### config.mk
export PLATFORM = sky130hd
export DESIGN_NAME = tsc_regs
export DESIGN_NICKNAME = d
export VERILOG_FILES = /design/src/shared/tsc_pkg.sv /design/src/logic/tsc_regs.sv /design/src/logic/tsc_ro_counter.sv
export SDC_FILE = /design/constraint.sdc
export NUM_CORES = 1
export LEC_CHECK = 0
export ABC_AREA = 1
export BUFFER_PORTS_ARGS = -buffer_cell sky130_fd_sc_hd__clkbuf_2
export CAP_MARGIN = 15
export CORE_MARGIN = 2
export CORE_UTILIZATION = 56
export DETAILED_ROUTE_END_ITERATION = 10
export GPL_TIMING_DRIVEN = 1
export PLACE_DENSITY = 0.91
export SYNTH_ARGS = -nofsm -noshare
export SYNTH_HDL_FRONTEND = slang
export SYNTH_SLANG_ARGS = --single-unit
### constraint.sdc
create_clock -name mclk_i -period 4.7 [get_ports mclk_i]
set_input_delay 1.175 -clock mclk_i [delete_from_list [all_inputs] [get_ports mclk_i]]
set_output_delay 1.175 -clock mclk_i [all_outputs]
set_load 0.03 [all_outputs]
### src/shared/tsc_pkg.sv
/*
 * constants for the tile status and control register bank.
 * assumes register numbers are carried in bits 15:8 of the resource id.
 */
`default_nettype none
package tsc_pkg;
	// resource id low byte that marks a processor status access
	localparam logic [7:0] TSC_PS_TAG = 8'h0c;
	localparam int TSC_NUM_LSB = 8;
	// register numbers
	localparam logic [7:0] TSC_REG_CTL = 8'h02;
	localparam logic [7:0] TSC_REG_BOOT = 8'h03;
	localparam logic [7:0] TSC_REG_SEC = 8'h05;
	localparam logic [7:0] TSC_REG_RO_CTL = 8'h06;
	localparam logic [7:0] TSC_REG_RO_VAL0 = 8'h07;
	// tile_feature_control fields
	localparam int TSC_CTL_DLY_LSB = 18;
	localparam int TSC_CTL_DLY_W = 8;
	localparam int TSC_CTL_DIV_LSB = 9;
	localparam int TSC_CTL_DIV_W = 9;
	localparam int TSC_CTL_RGMII_EN = 8;
	localparam int TSC_CTL_DYN = 5;
	localparam int TSC_CTL_DIV_EN = 4;
	localparam int TSC_CTL_UTMI = 2;
	localparam int TSC_CTL_ULPI = 1;
	localparam logic [31:0] TSC_CTL_WMASK = 32'h03ff_ff36;
	localparam logic [31:0] TSC_CTL_RST = 32'h0000_0000;
	// tile_boot_status fields
	localparam int TSC_BOOT_PROC_LSB = 16;
	localparam int TSC_BOOT_OVR = 8;
	localparam int TSC_BOOT_CORE_OFF = 5;
	localparam int TSC_BOOT_NO_POLL = 4;
	localparam int TSC_BOOT_RAM = 3;
	localparam int TSC_BOOT_JTAG = 2;
	localparam int TSC_BOOT_PLL_LSB = 0;
	localparam logic [31:0] TSC_BOOT_RST = 32'h0000_0000;
	// security_configuration fields
	localparam int TSC_SEC_LOCK = 31;
	localparam int TSC_SEC_GDBG = 14;
	localparam int TSC_SEC_OTP_ALL = 12;
	localparam int TSC_SEC_SECT_LSB = 8;
	localparam int TSC_SEC_RED = 7;
	localparam int TSC_SEC_OTP_BOOT = 5;
	localparam int TSC_SEC_JCFG = 4;
	localparam int TSC_SEC_TAP = 0;
	localparam logic [31:0] TSC_SEC_WMASK = 32'h8000_5fb1;
	localparam logic [31:0] TSC_SEC_RST = 32'h0000_0000;
	// ring_oscillator_control fields
	localparam int TSC_RO_CORE = 1;
	localparam int TSC_RO_PERI = 0;
	localparam logic [31:0] TSC_RO_WMASK = 32'h0000_0003;
	localparam logic [31:0] TSC_RO_RST = 32'h0000_0000;
	localparam int TSC_RO_W = 16;
	localparam int TSC_RO_NUM = 4;
endpackage
`default_nettype wire

### src/logic/tsc_regs.sv
/*
 * tile status and control register bank, reached by status-read and
 * status-write accesses from the tile's cores.
 * assumes all inputs are synchronous to mclk_i and that the pll output
 * and ring oscillators arrive as one-cycle tick enables.
 */
`timescale 1ns/1ps
`default_nettype none
module tsc_regs
	import tsc_pkg::*;
(
	// clock and reset
	input wire logic mclk_i,
	input wire logic reset_i,
	// status access port
	input wire logic ps_wr_i,
	input wire logic ps_rd_i,
	input wire logic [15:0] ps_rsrc_i,
	input wire logic [31:0] ps_wdata_i,
	output logic [31:0] ps_rdata_o,
	output logic ps_rvalid_o,
	output logic ps_wrefused_o,
	// boot straps, sampled once after reset
	input wire logic [7:0] strap_proc_num_i,
	input wire logic strap_boot_ovr_i,
	input wire logic second_processor_core_off_i,
	input wire logic strap_no_otp_poll_i,
	input wire logic strap_boot_ram_i,
	input wire logic strap_boot_jtag_i,
	input wire logic [1:0] strap_pll_mode_i,
	// otp security word
	input wire logic otp_sec_load_i,
	input wire logic [31:0] otp_sec_word_i,
	// pll and thread state
	input wire logic pll_tick_i,
	input wire logic all_paused_i,
	// ring oscillator ticks: core cell, core wire, peri cell, peri wire
	input wire logic [TSC_RO_NUM-1:0] ro_tick_i,
	// rgmii, pll divider and usb controls
	output logic rgmii_txclk_o,
	output logic [TSC_CTL_DLY_W-1:0] rgmii_txd_delay_o,
	output logic rgmii_port_en_o,
	output logic pll_div_active_o,
	output logic utmi_sel_o,
	output logic ulpi_helper_en_o,
	// security controls
	output logic global_debug_block_o,
	output logic jtag_tap_block_o,
	output logic jtag_cfg_block_o,
	output logic otp_lock_all_o,
	output logic [3:0] otp_sector_lock_o,
	output logic otp_boot_from_otp_o,
	output logic otp_redundancy_o
);
	/**********************************************/
	/* decode                                     */
	/**********************************************/
	logic [31:0] ctl_r;
	logic [31:0] boot_r;
	logic [31:0] sec_r;
	logic [31:0] ro_ctl_r;
	logic boot_done_r;
	logic [7:0] num;
	logic tag_ok;
	logic [TSC_RO_W-1:0] ro_cnt [TSC_RO_NUM];
	logic [TSC_RO_NUM-1:0] ro_run;
	logic [TSC_CTL_DIV_W-1:0] div_val;
	logic [TSC_CTL_DIV_W-1:0] div_cnt_r;
	logic [31:0] rdata_nxt;
	logic wr_ctl;
	logic wr_sec;
	logic wr_ro;
	logic wr_ok;

	assign num = ps_rsrc_i[TSC_NUM_LSB +: 8];
	// a resource id without the status tag selects nothing
	assign tag_ok = ps_rsrc_i[7:0] == TSC_PS_TAG;
	assign wr_ctl = ps_wr_i && tag_ok && num == TSC_REG_CTL;
	assign wr_sec = ps_wr_i && tag_ok && num == TSC_REG_SEC && !sec_r[TSC_SEC_LOCK];
	assign wr_ro = ps_wr_i && tag_ok && num == TSC_REG_RO_CTL;
	assign wr_ok = wr_ctl || wr_sec || wr_ro;
	assign div_val = ctl_r[TSC_CTL_DIV_LSB +: TSC_CTL_DIV_W];

	/**********************************************/
	/* writable registers                         */
	/**********************************************/
	// masking drops writes to reserved bits
	always_ff @(posedge mclk_i or posedge reset_i) begin
		if (reset_i) begin
			ctl_r <= TSC_CTL_RST;
		end else if (wr_ctl) begin
			ctl_r <= ps_wdata_i & TSC_CTL_WMASK;
		end
	end

	// the otp copy wins over a software write in the same cycle
	always_ff @(posedge mclk_i or posedge reset_i) begin
		if (reset_i) begin
			sec_r <= TSC_SEC_RST;
		end else if (otp_sec_load_i) begin
			sec_r <= otp_sec_word_i & TSC_SEC_WMASK;
		end else if (wr_sec) begin
			sec_r <= ps_wdata_i & TSC_SEC_WMASK;
		end
	end

	always_ff @(posedge mclk_i or posedge reset_i) begin
		if (reset_i) begin
			ro_ctl_r <= TSC_RO_RST;
		end else if (wr_ro) begin
			ro_ctl_r <= ps_wdata_i & TSC_RO_WMASK;
		end
	end

	/**********************************************/
	/* boot status capture                        */
	/**********************************************/
	// straps are caught on the first edge after release, then frozen
	always_ff @(posedge mclk_i or posedge reset_i) begin
		if (reset_i) begin
			boot_r <= TSC_BOOT_RST;
			boot_done_r <= 1'b0;
		end else if (!boot_done_r) begin
			boot_done_r <= 1'b1;
			boot_r <= TSC_BOOT_RST;
			boot_r[TSC_BOOT_PROC_LSB +: 8] <= strap_proc_num_i;
			boot_r[TSC_BOOT_OVR] <= strap_boot_ovr_i;
			boot_r[TSC_BOOT_CORE_OFF] <= second_processor_core_off_i;
			boot_r[TSC_BOOT_NO_POLL] <= strap_no_otp_poll_i;
			boot_r[TSC_BOOT_RAM] <= strap_boot_ram_i;
			boot_r[TSC_BOOT_JTAG] <= strap_boot_jtag_i;
			boot_r[TSC_BOOT_PLL_LSB +: 2] <= strap_pll_mode_i;
		end
	end

	/**********************************************/
	/* ring oscillator counters                   */
	/**********************************************/
	assign ro_run = {{2{ro_ctl_r[TSC_RO_PERI]}}, {2{ro_ctl_r[TSC_RO_CORE]}}};

	for (genvar g = 0; g < TSC_RO_NUM; g++) begin : g_ro
		tsc_ro_counter #(
			.W(TSC_RO_W)
		) u_cnt (
			.mclk_i(mclk_i),
			.reset_i(reset_i),
			.run_i(ro_run[g]),
			.tick_i(ro_tick_i[g]),
			.count_o(ro_cnt[g])
		);
	end

	/**********************************************/
	/* read path                                  */
	/**********************************************/
	// unknown numbers and foreign tags read as zero
	always_comb begin
		rdata_nxt = 32'h0000_0000;
		if (tag_ok) begin
			case (num)
				TSC_REG_CTL: rdata_nxt = ctl_r;
				TSC_REG_BOOT: rdata_nxt = boot_r;
				TSC_REG_SEC: rdata_nxt = sec_r;
				TSC_REG_RO_CTL: rdata_nxt = ro_ctl_r;
				8'h07: rdata_nxt = {16'h0000, ro_cnt[0]};
				8'h08: rdata_nxt = {16'h0000, ro_cnt[1]};
				8'h09: rdata_nxt = {16'h0000, ro_cnt[2]};
				8'h0a: rdata_nxt = {16'h0000, ro_cnt[3]};
				default: rdata_nxt = 32'h0000_0000;
			endcase
		end
	end

	always_ff @(posedge mclk_i or posedge reset_i) begin
		if (reset_i) begin
			ps_rdata_o <= 32'h0000_0000;
			ps_rvalid_o <= 1'b0;
		end else begin
			ps_rvalid_o <= ps_rd_i;
			if (ps_rd_i) begin
				ps_rdata_o <= rdata_nxt;
			end
		end
	end

	// read-only, locked or unmapped targets flag the write as refused
	always_ff @(posedge mclk_i or posedge reset_i) begin
		if (reset_i) begin
			ps_wrefused_o <= 1'b0;
		end else begin
			ps_wrefused_o <= ps_wr_i && !wr_ok;
		end
	end

	/**********************************************/
	/* rgmii transmit clock                       */
	/**********************************************/
	// counter wraps after the divider value, so the period is value + 1
	always_ff @(posedge mclk_i or posedge reset_i) begin
		if (reset_i) begin
			div_cnt_r <= '0;
		end else if (pll_tick_i) begin
			if (div_cnt_r >= div_val) begin
				div_cnt_r <= '0;
			end else begin
				div_cnt_r <= div_cnt_r + 1'b1;
			end
		end
	end

	// with a value of zero both compares hit; rising wins, clock stays high
	always_ff @(posedge mclk_i or posedge reset_i) begin
		if (reset_i) begin
			rgmii_txclk_o <= 1'b0;
		end else if (pll_tick_i) begin
			if (div_cnt_r == div_val) begin
				rgmii_txclk_o <= 1'b1;
			end else if (div_cnt_r == (div_val >> 1)) begin
				rgmii_txclk_o <= 1'b0;
			end
		end
	end

	/**********************************************/
	/* control outputs                            */
	/**********************************************/
	always_ff @(posedge mclk_i or posedge reset_i) begin
		if (reset_i) begin
			rgmii_txd_delay_o <= '0;
			rgmii_port_en_o <= 1'b0;
			pll_div_active_o <= 1'b0;
			utmi_sel_o <= 1'b0;
			ulpi_helper_en_o <= 1'b0;
		end else begin
			rgmii_txd_delay_o <= ctl_r[TSC_CTL_DLY_LSB +: TSC_CTL_DLY_W];
			rgmii_port_en_o <= ctl_r[TSC_CTL_RGMII_EN];
			pll_div_active_o <= ctl_r[TSC_CTL_DIV_EN] &&
				(!ctl_r[TSC_CTL_DYN] || all_paused_i);
			utmi_sel_o <= ctl_r[TSC_CTL_UTMI];
			ulpi_helper_en_o <= ctl_r[TSC_CTL_ULPI];
		end
	end

	always_ff @(posedge mclk_i or posedge reset_i) begin
		if (reset_i) begin
			global_debug_block_o <= 1'b0;
			jtag_tap_block_o <= 1'b0;
			jtag_cfg_block_o <= 1'b0;
			otp_lock_all_o <= 1'b0;
			otp_sector_lock_o <= 4'h0;
			otp_boot_from_otp_o <= 1'b0;
			otp_redundancy_o <= 1'b0;
		end else begin
			global_debug_block_o <= sec_r[TSC_SEC_GDBG];
			jtag_tap_block_o <= sec_r[TSC_SEC_TAP];
			jtag_cfg_block_o <= sec_r[TSC_SEC_JCFG];
			otp_lock_all_o <= sec_r[TSC_SEC_OTP_ALL];
			otp_sector_lock_o <= sec_r[TSC_SEC_SECT_LSB +: 4];
			otp_boot_from_otp_o <= sec_r[TSC_SEC_OTP_BOOT];
			otp_redundancy_o <= sec_r[TSC_SEC_RED];
		end
	end

	/**********************************************/
	/* checks                                     */
	/**********************************************/
endmodule
`default_nettype wire

### src/logic/tsc_ro_counter.sv
/*
 * one ring oscillator counter.
 * assumes the oscillator arrives as a tick already synchronous to mclk_i.
 */
`timescale 1ns/1ps
`default_nettype none
module tsc_ro_counter #(
	parameter int W = 16
) (
	// clock and reset (reset only gates the checks)
	input wire logic mclk_i,
	input wire logic reset_i,
	// oscillator
	input wire logic run_i,
	input wire logic tick_i,
	// count
	output logic [W-1:0] count_o
);
	if (W < 1 || W > 32) begin : g_chk
		$error("tsc_ro_counter: W must be 1..32");
	end

	// no reset: the count must survive a system reset; the start value only keeps
	// simulation free of unknowns, real cells power up holding any count
	logic [W-1:0] count_r = '0;

	assign count_o = count_r;

	always_ff @(posedge mclk_i) begin
		if (run_i && tick_i) begin
			count_r <= count_r + 1'b1;
		end
	end
endmodule
`default_nettype wire

**Word level (Yosys, flattened, before mapping)**

Index checks and enable logic that the tools add are counted.

- Register bits: 202
- Input port bits: 106
- Output and inout bits: 57
- Word-level logic and storage cells: 70

- $add $sub $neg: 5
- Order comparisons: 1
- Equality and inequality tests: 11
- Mux-type cells: 7
- Reduce and logical (&&, ||, !) cells: 20

Operators by type and width:

| cell | number |
|---|---|
| $pmux 32 s8 | 1 |
| $mux 32 | 3 |
| $add 16x1->16 const B | 4 |
| $eq 8x4->1 const B | 4 |
| $eq 8x3->1 const B | 3 |
| $eq 8x2->1 const B | 2 |
| $logic_and 1x1->1 | 11 |
| $add 9x1->9 const B | 1 |
| $eq 9x8->1 | 1 |
| $eq 9x9->1 | 1 |
| $ge 9x9->1 | 1 |
| $mux 9 | 1 |
| $reduce_bool 2->1 | 2 |
| $logic_not 1->1 | 3 |
| $logic_or 1x1->1 | 3 |
| $mux 1 | 2 |
| $reduce_and 2->1 | 1 |

**Depth between registers and ports, before layout**

- Word-level depth: 8
- Gate-level depth with buffers: 11

**Modules after synthesis**

From an unflattened synthesis, not the netlist that was laid out.

- Cell total of the unflattened synthesis: 1075
- Area total of the unflattened synthesis: 9217.6 µm²

Modules (own cells, without submodules):

| module | times used | cells an instance | area each (µm²) |
|---|---|---|---|
| tsc_regs | 1 | 715 | 5774.3 |
| tsc_ro_counter | 4 | 90 | 860.8 |

**Least setup slack after synthesis**

No wires, ideal clock.

- Path type: input to register
- Start point: input port ps_rsrc_i[1]
- End point: register ctl_r[9]
- Arrival: 2.081 ns
- Required time: 4.584 ns
- Path slack: 2.503 ns
- Stages: 8
- Cells stage by stage: nor3_1 > nand3_1 > nor2_4 > nand2_2 > buf_6 > buf_6 > nand2_1 > nand2_1

- Cells in the longest elaborated chain, start to end: 3

Ends and longest elaborated chain:

| item | RTL line | RTL |
|---|---|---|
| from (decl) | tsc_regs.sv:18 | `input wire logic [15:0] ps_rsrc_i,` |
| $eq 8x4->1 | tsc_regs.sv:77 | `assign tag_ok = ps_rsrc_i[7:0] == TSC_PS_TAG;` |
| $logic_and 1x1->1 (2 in a row) | tsc_regs.sv:78 | `assign wr_ctl = ps_wr_i && tag_ok && num == TSC_REG_CTL;` |
| to (signal assigned) | tsc_regs.sv:92 | `ctl_r <= ps_wdata_i & TSC_CTL_WMASK;` |
| to (decl) | tsc_regs.sv:58 | `logic [31:0] ctl_r;` |

Every way passes these cells.
A chain may end at the register's enable or synchronous reset.

**Worst setup path in the final report**

- Start point: input port ps_rsrc_i[10]
- End point: register ctl_r[24]

- Cells in the longest elaborated chain, start to end: 2

Ends and longest elaborated chain:

| item | RTL line |
|---|---|
| $eq 8x2->1 | tsc_regs.sv:78 |
| $logic_and 1x1->1 | tsc_regs.sv:78 |

Every way passes these cells.

==> impl_results.rst <==
.. list-table::
   :header-rows: 1

   * - Metric
     - Value
   * - Status
     - completed
   * - Fraction of power consumed by sequential logic
     - 0.495
   * - Nature of the critical path startpoint
     - primary input
   * - Maximum clock frequency
     - between 0.2 and 0.3 GHz
   * - Pin count of the biggest net entering global routing
     - 96
   * - Via/cell ratio
     - 5.67
   * - Combinational Power Share
     - 0.096
   * - Setup Crit Path Kind
     - in2reg
   * - Root Buffer
     - clkbuf_16
   * - Core Region
     - 0.0153 sq mm
   * - Sw frac
     - 0.268
   * - Post-Synthesis Cells
     - 989
   * - Post-DRT Antenna Nets
     - 0
   * - Clk pin slew, worst setup/hold paths
     - 0.07 ns
   * - Largest fanout on the critical path
     - 26
   * - Leak
     - 5.00 nW
   * - Number of max-cap violations
     - 0
   * - Post-synthesis compound-gate area fraction
     - 0.0533
   * - Count of unresolved DRC violations after routing
     - 0
   * - Via count of the first global-routing pass
     - 6978
   * - Synth Area in Adders
     - 0.0198
   * - Min setup slack post-route
     - 1.31 ns
   * - Antenna violations before repair
     - 0
   * - Cell occurring most often along the worst timing path
     - nand2_1
   * - Worst Max-Slew Pin Slew
     - 0.847 ns
   * - Clock tree from TritonCTS
     - done
   * - Post-cts resize count
     - 0
   * - Final critical path time including I/O delays and setup
     - 3.39 ns
   * - Average wire per standard cell
     - 16.5 um
   * - Critical path data required time
     - 5.05 ns
   * - Clock latency at the later pin of the worst-skew pair
     - 0.44 ns
   * - Row count
     - 45
   * - Internal power contribution
     - 2.53 mW
   * - Type of the most critical hold path
     - reg2reg
   * - Max IR drop VDD
     - 0.278 mV
   * - Biggest area consumer among synthesized cells
     - dfrtp_1
   * - Total gr overflow
     - 0
   * - Synthesis Warnings
     - 0
   * - Critical path data arrival time
     - about 3.7 ns
   * - Horizontal die dimension
     - between 100 and 150 um
   * - Setup TNS after final layout
     - 0 ns
   * - Post-synthesis mux area share
     - 0.00765
   * - Final slew viol count
     - 0
   * - Post-layout nets
     - 1226
   * - Port buffer count
     - 129
   * - Share of final-layout standard cells stronger than drive strength 1
     - 0.179
   * - Flip-flop and latch count after synthesis
     - 176
   * - Global-route wire length before repair
     - 34800 um
   * - Layout fillers
     - 1153
   * - Crit path capture type
     - flip-flop
   * - Worst setup timing slack at the placement stage
     - 0.997 ns
   * - HPWL after detailed placement
     - 15300 um
   * - First-iteration detailed-routing DRC count
     - roughly 1000
   * - Final Hold Viols
     - 0
   * - I/O pin cnt
     - ~160
   * - Vertical extent of the die
     - 130 um
   * - Predominant post-synthesis flop cell
     - dfrtp_1
   * - Number of diodes added for antenna fixing
     - 0
   * - Synth top area cells
     - dfrtp_1 (32%), edfxtp_1 (22%), nand2_1 (10%)
   * - Dominant combinational cell family by area after synthesis
     - simple AND/OR/NAND/NOR gates
   * - Total power
     - 3.45 mW
   * - Clk_skew
     - 0.0105 ns
   * - Starting density of the core
     - 0.577
   * - Post-detailed-routing wire length
     - 22000 um
   * - CTS H-Tree Depth
     - 4
   * - Setup repair after global routing missed its margin
     - no
   * - Xor-xnor portion of the synthesized cell area
     - 0.0615
   * - Global-route total usage across every layer
     - 0.269
   * - Fraction of synthesis flops using an asynchronous set or reset pin
     - 0.636
   * - Number of sinks driven by the clock tree
     - 176
   * - Mean Syn Cell Area
     - 8.93 sq um
   * - CP Cell Sequence
     - clkbuf_2 -> inv_1 -> nand2_1 -> nor2_1 -> nand2_1 -> inv_1 -> nand2_2 -> inv_2 -> nand2_1 -> o21ai_0
   * - Setup repair bufs after CTS
     - 0
   * - Part of the Yosys area used for sequential elements
     - 0.535
   * - Total of endpoints with negative setup slack in the final report
     - 0
   * - Net Switching
     - 0.923 mW
   * - Clock share of power
     - 0.410
   * - Number of distinct library cells after synthesis
     - 37
   * - Tightest slew margin relative to the limit
     - 0.432
   * - Total clock buffers created by CTS
     - 17
   * - Share of the clock period used by the worst path
     - 0.721
   * - Slowest-stage cell, CP
     - nor2_1
   * - Cell area power density
     - 341 mW/mm^2
   * - Die Area
     - 0.0168 sq mm
   * - Buffers from clock root to sink, at most
     - 2
   * - Simple-gate portion of the synthesized area
     - 0.246
   * - Area share of the largest cell type after synthesis
     - 0.317
   * - Number of buffers added to fix hold violations after cts
     - 0
   * - Post-Synthesis Cell Area
     - a little under 0.009 sq mm
   * - Via count of the routed design
     - roughly 7500
   * - Initial DRT Pass Iterations
     - 6
   * - Critical path's largest stage delay
     - about 0.58 ns
   * - Gpl congestion
     - 0.920
   * - Number of enable-type register cells in the synthesized netlist
     - 64
   * - Layout overhead on the synthesized area
     - 14.7%
critical path, delay by kind of cell:
family | cells | cell delay, ns
AO/OA/AOI/OAI | 1 | 0.12
buffers and inverters | 4 | 0.85
AND/OR/NAND/NOR | 5 | 1.59
final timing paths:
kind | from | end | slack [ns] | cells past startpoint
setup / recovery | ps_rsrc_i[10] | ctl_r[24] | 1.31 | 10
hold / removal | ctl_r[20] | rgmii_txd_delay_o[2] | 0.38 | 0
setup reg to reg | ctl_r[11] | div_cnt_r[1] | 2.83 | 9
hold reg to reg | ctl_r[20] | rgmii_txd_delay_o[2] | 0.38 | 0
max in group asynchronous | reset_i | ps_rdata_o[7] | 3.32 | 3
min in group asynchronous | reset_i | ctl_r[25] | 0.75 | 2
per-stage QoR:
stage	hold WS, ns	std cells	utilization	instance area [sq um]
after floorplan	0.354	993	-	8850
after global placement	0.357	1297	0.621	9520
after detailed placement	0.360	1297	0.621	9520
after CTS	0.375	1328	0.660	10100
after global routing	0.381	1329	0.661	10100
final	0.375	1329	0.661	10100
power groups by stage:
stage,sequential (mW),clock [mW],combinational (mW)
3_3_place_gp,1.73,0,0.290
5_1_grt,1.71,1.48,0.362
3_5_place_dp,1.73,0,0.309
2_1_floorplan,1.73,0,0.207
4_1_cts,1.70,1.41,0.320
6_report,1.71,1.41,0.330
flip-flops by register name, summed over array words and instances, names as in the netlist, 2 cells and up:
| signal | cells |
|---|---|
| otp_sector_lock_o | 4 |
| g_ro.u_cnt.count_o | 64 |
| ctl_r | 22 |
| div_cnt_r | 9 |
| sec_r | 11 |
| ps_rdata_o | 27 |
| ro_ctl_r | 2 |
| rgmii_txd_delay_o | 8 |
| boot_r | 15 |
cells in the mapped netlist, types with 9 or more instances:
cell        n
dfrtp_1   112
nor2_1     80
nand3_1   132
edfxtp_1   64
o21ai_0    44
inv_1     104
buf_4      15
nand4_1     9
nand2_1   245
xnor2_1    19
buf_2      10
xor2_1     43
ha_1       14
a21oi_1    22
layout make-up:
cell class / instances / area [sq um] / share of cell area
sequential: 176 / 4720 / 0.466
multi-input combinational: 670 / 3450 / 0.341
timing repair buffer: 132 / 688 / 0.0679
clock buffer: 19 / 443 / 0.0437
inverter: 109 / 412 / 0.0406
tap: 211 / 264 / 0.0261
clock inverter: 12 / 143 / 0.0141
routing by layer:
metal	share of wire	wire length, um	global-route usage
met5	0	0	0
met4	0.039	860	0.132
met3	0.099	2180	0.0553
met2	0.46	10200	0.409
met1	0.40	8720	0.372
cells by family (layout without fill, tap and decap cells):
| kind of cell | Yosys count | count (layout) |
|---|---|---|
| AO/OA/AOI/OAI | 85 | 85 |
| XOR/XNOR | 62 | 62 |
| adder cells (fa/ha/maj) | 14 | 14 |
| buffers and inverters | 147 | 272 |
| flip-flops | 176 | 176 |
| multiplexers | 6 | 6 |
| other | 2 | 6 |
| AND/OR/NAND/NOR | 497 | 497 |
cells in the final DEF (no fill, tap or decap), drive strengths merged, types with 3 or more instances in the layout:
| master | n |
|---|---|
| nand2 | 253 |
| clkbuf | 148 |
| nand3 | 132 |
| inv | 113 |
| dfrtp | 112 |
| nor2 | 89 |
| edfxtp | 64 |
| o21ai | 52 |
| xor2 | 43 |
| a21oi | 22 |
| xnor2 | 19 |
| ha | 14 |
| nor3 | 10 |
| nand4 | 9 |
| o22ai | 8 |
| mux2 | 6 |
| conb | 6 |
| clkinv | 6 |
| buf | 3 |
Power figures use the tool's default switching activity.
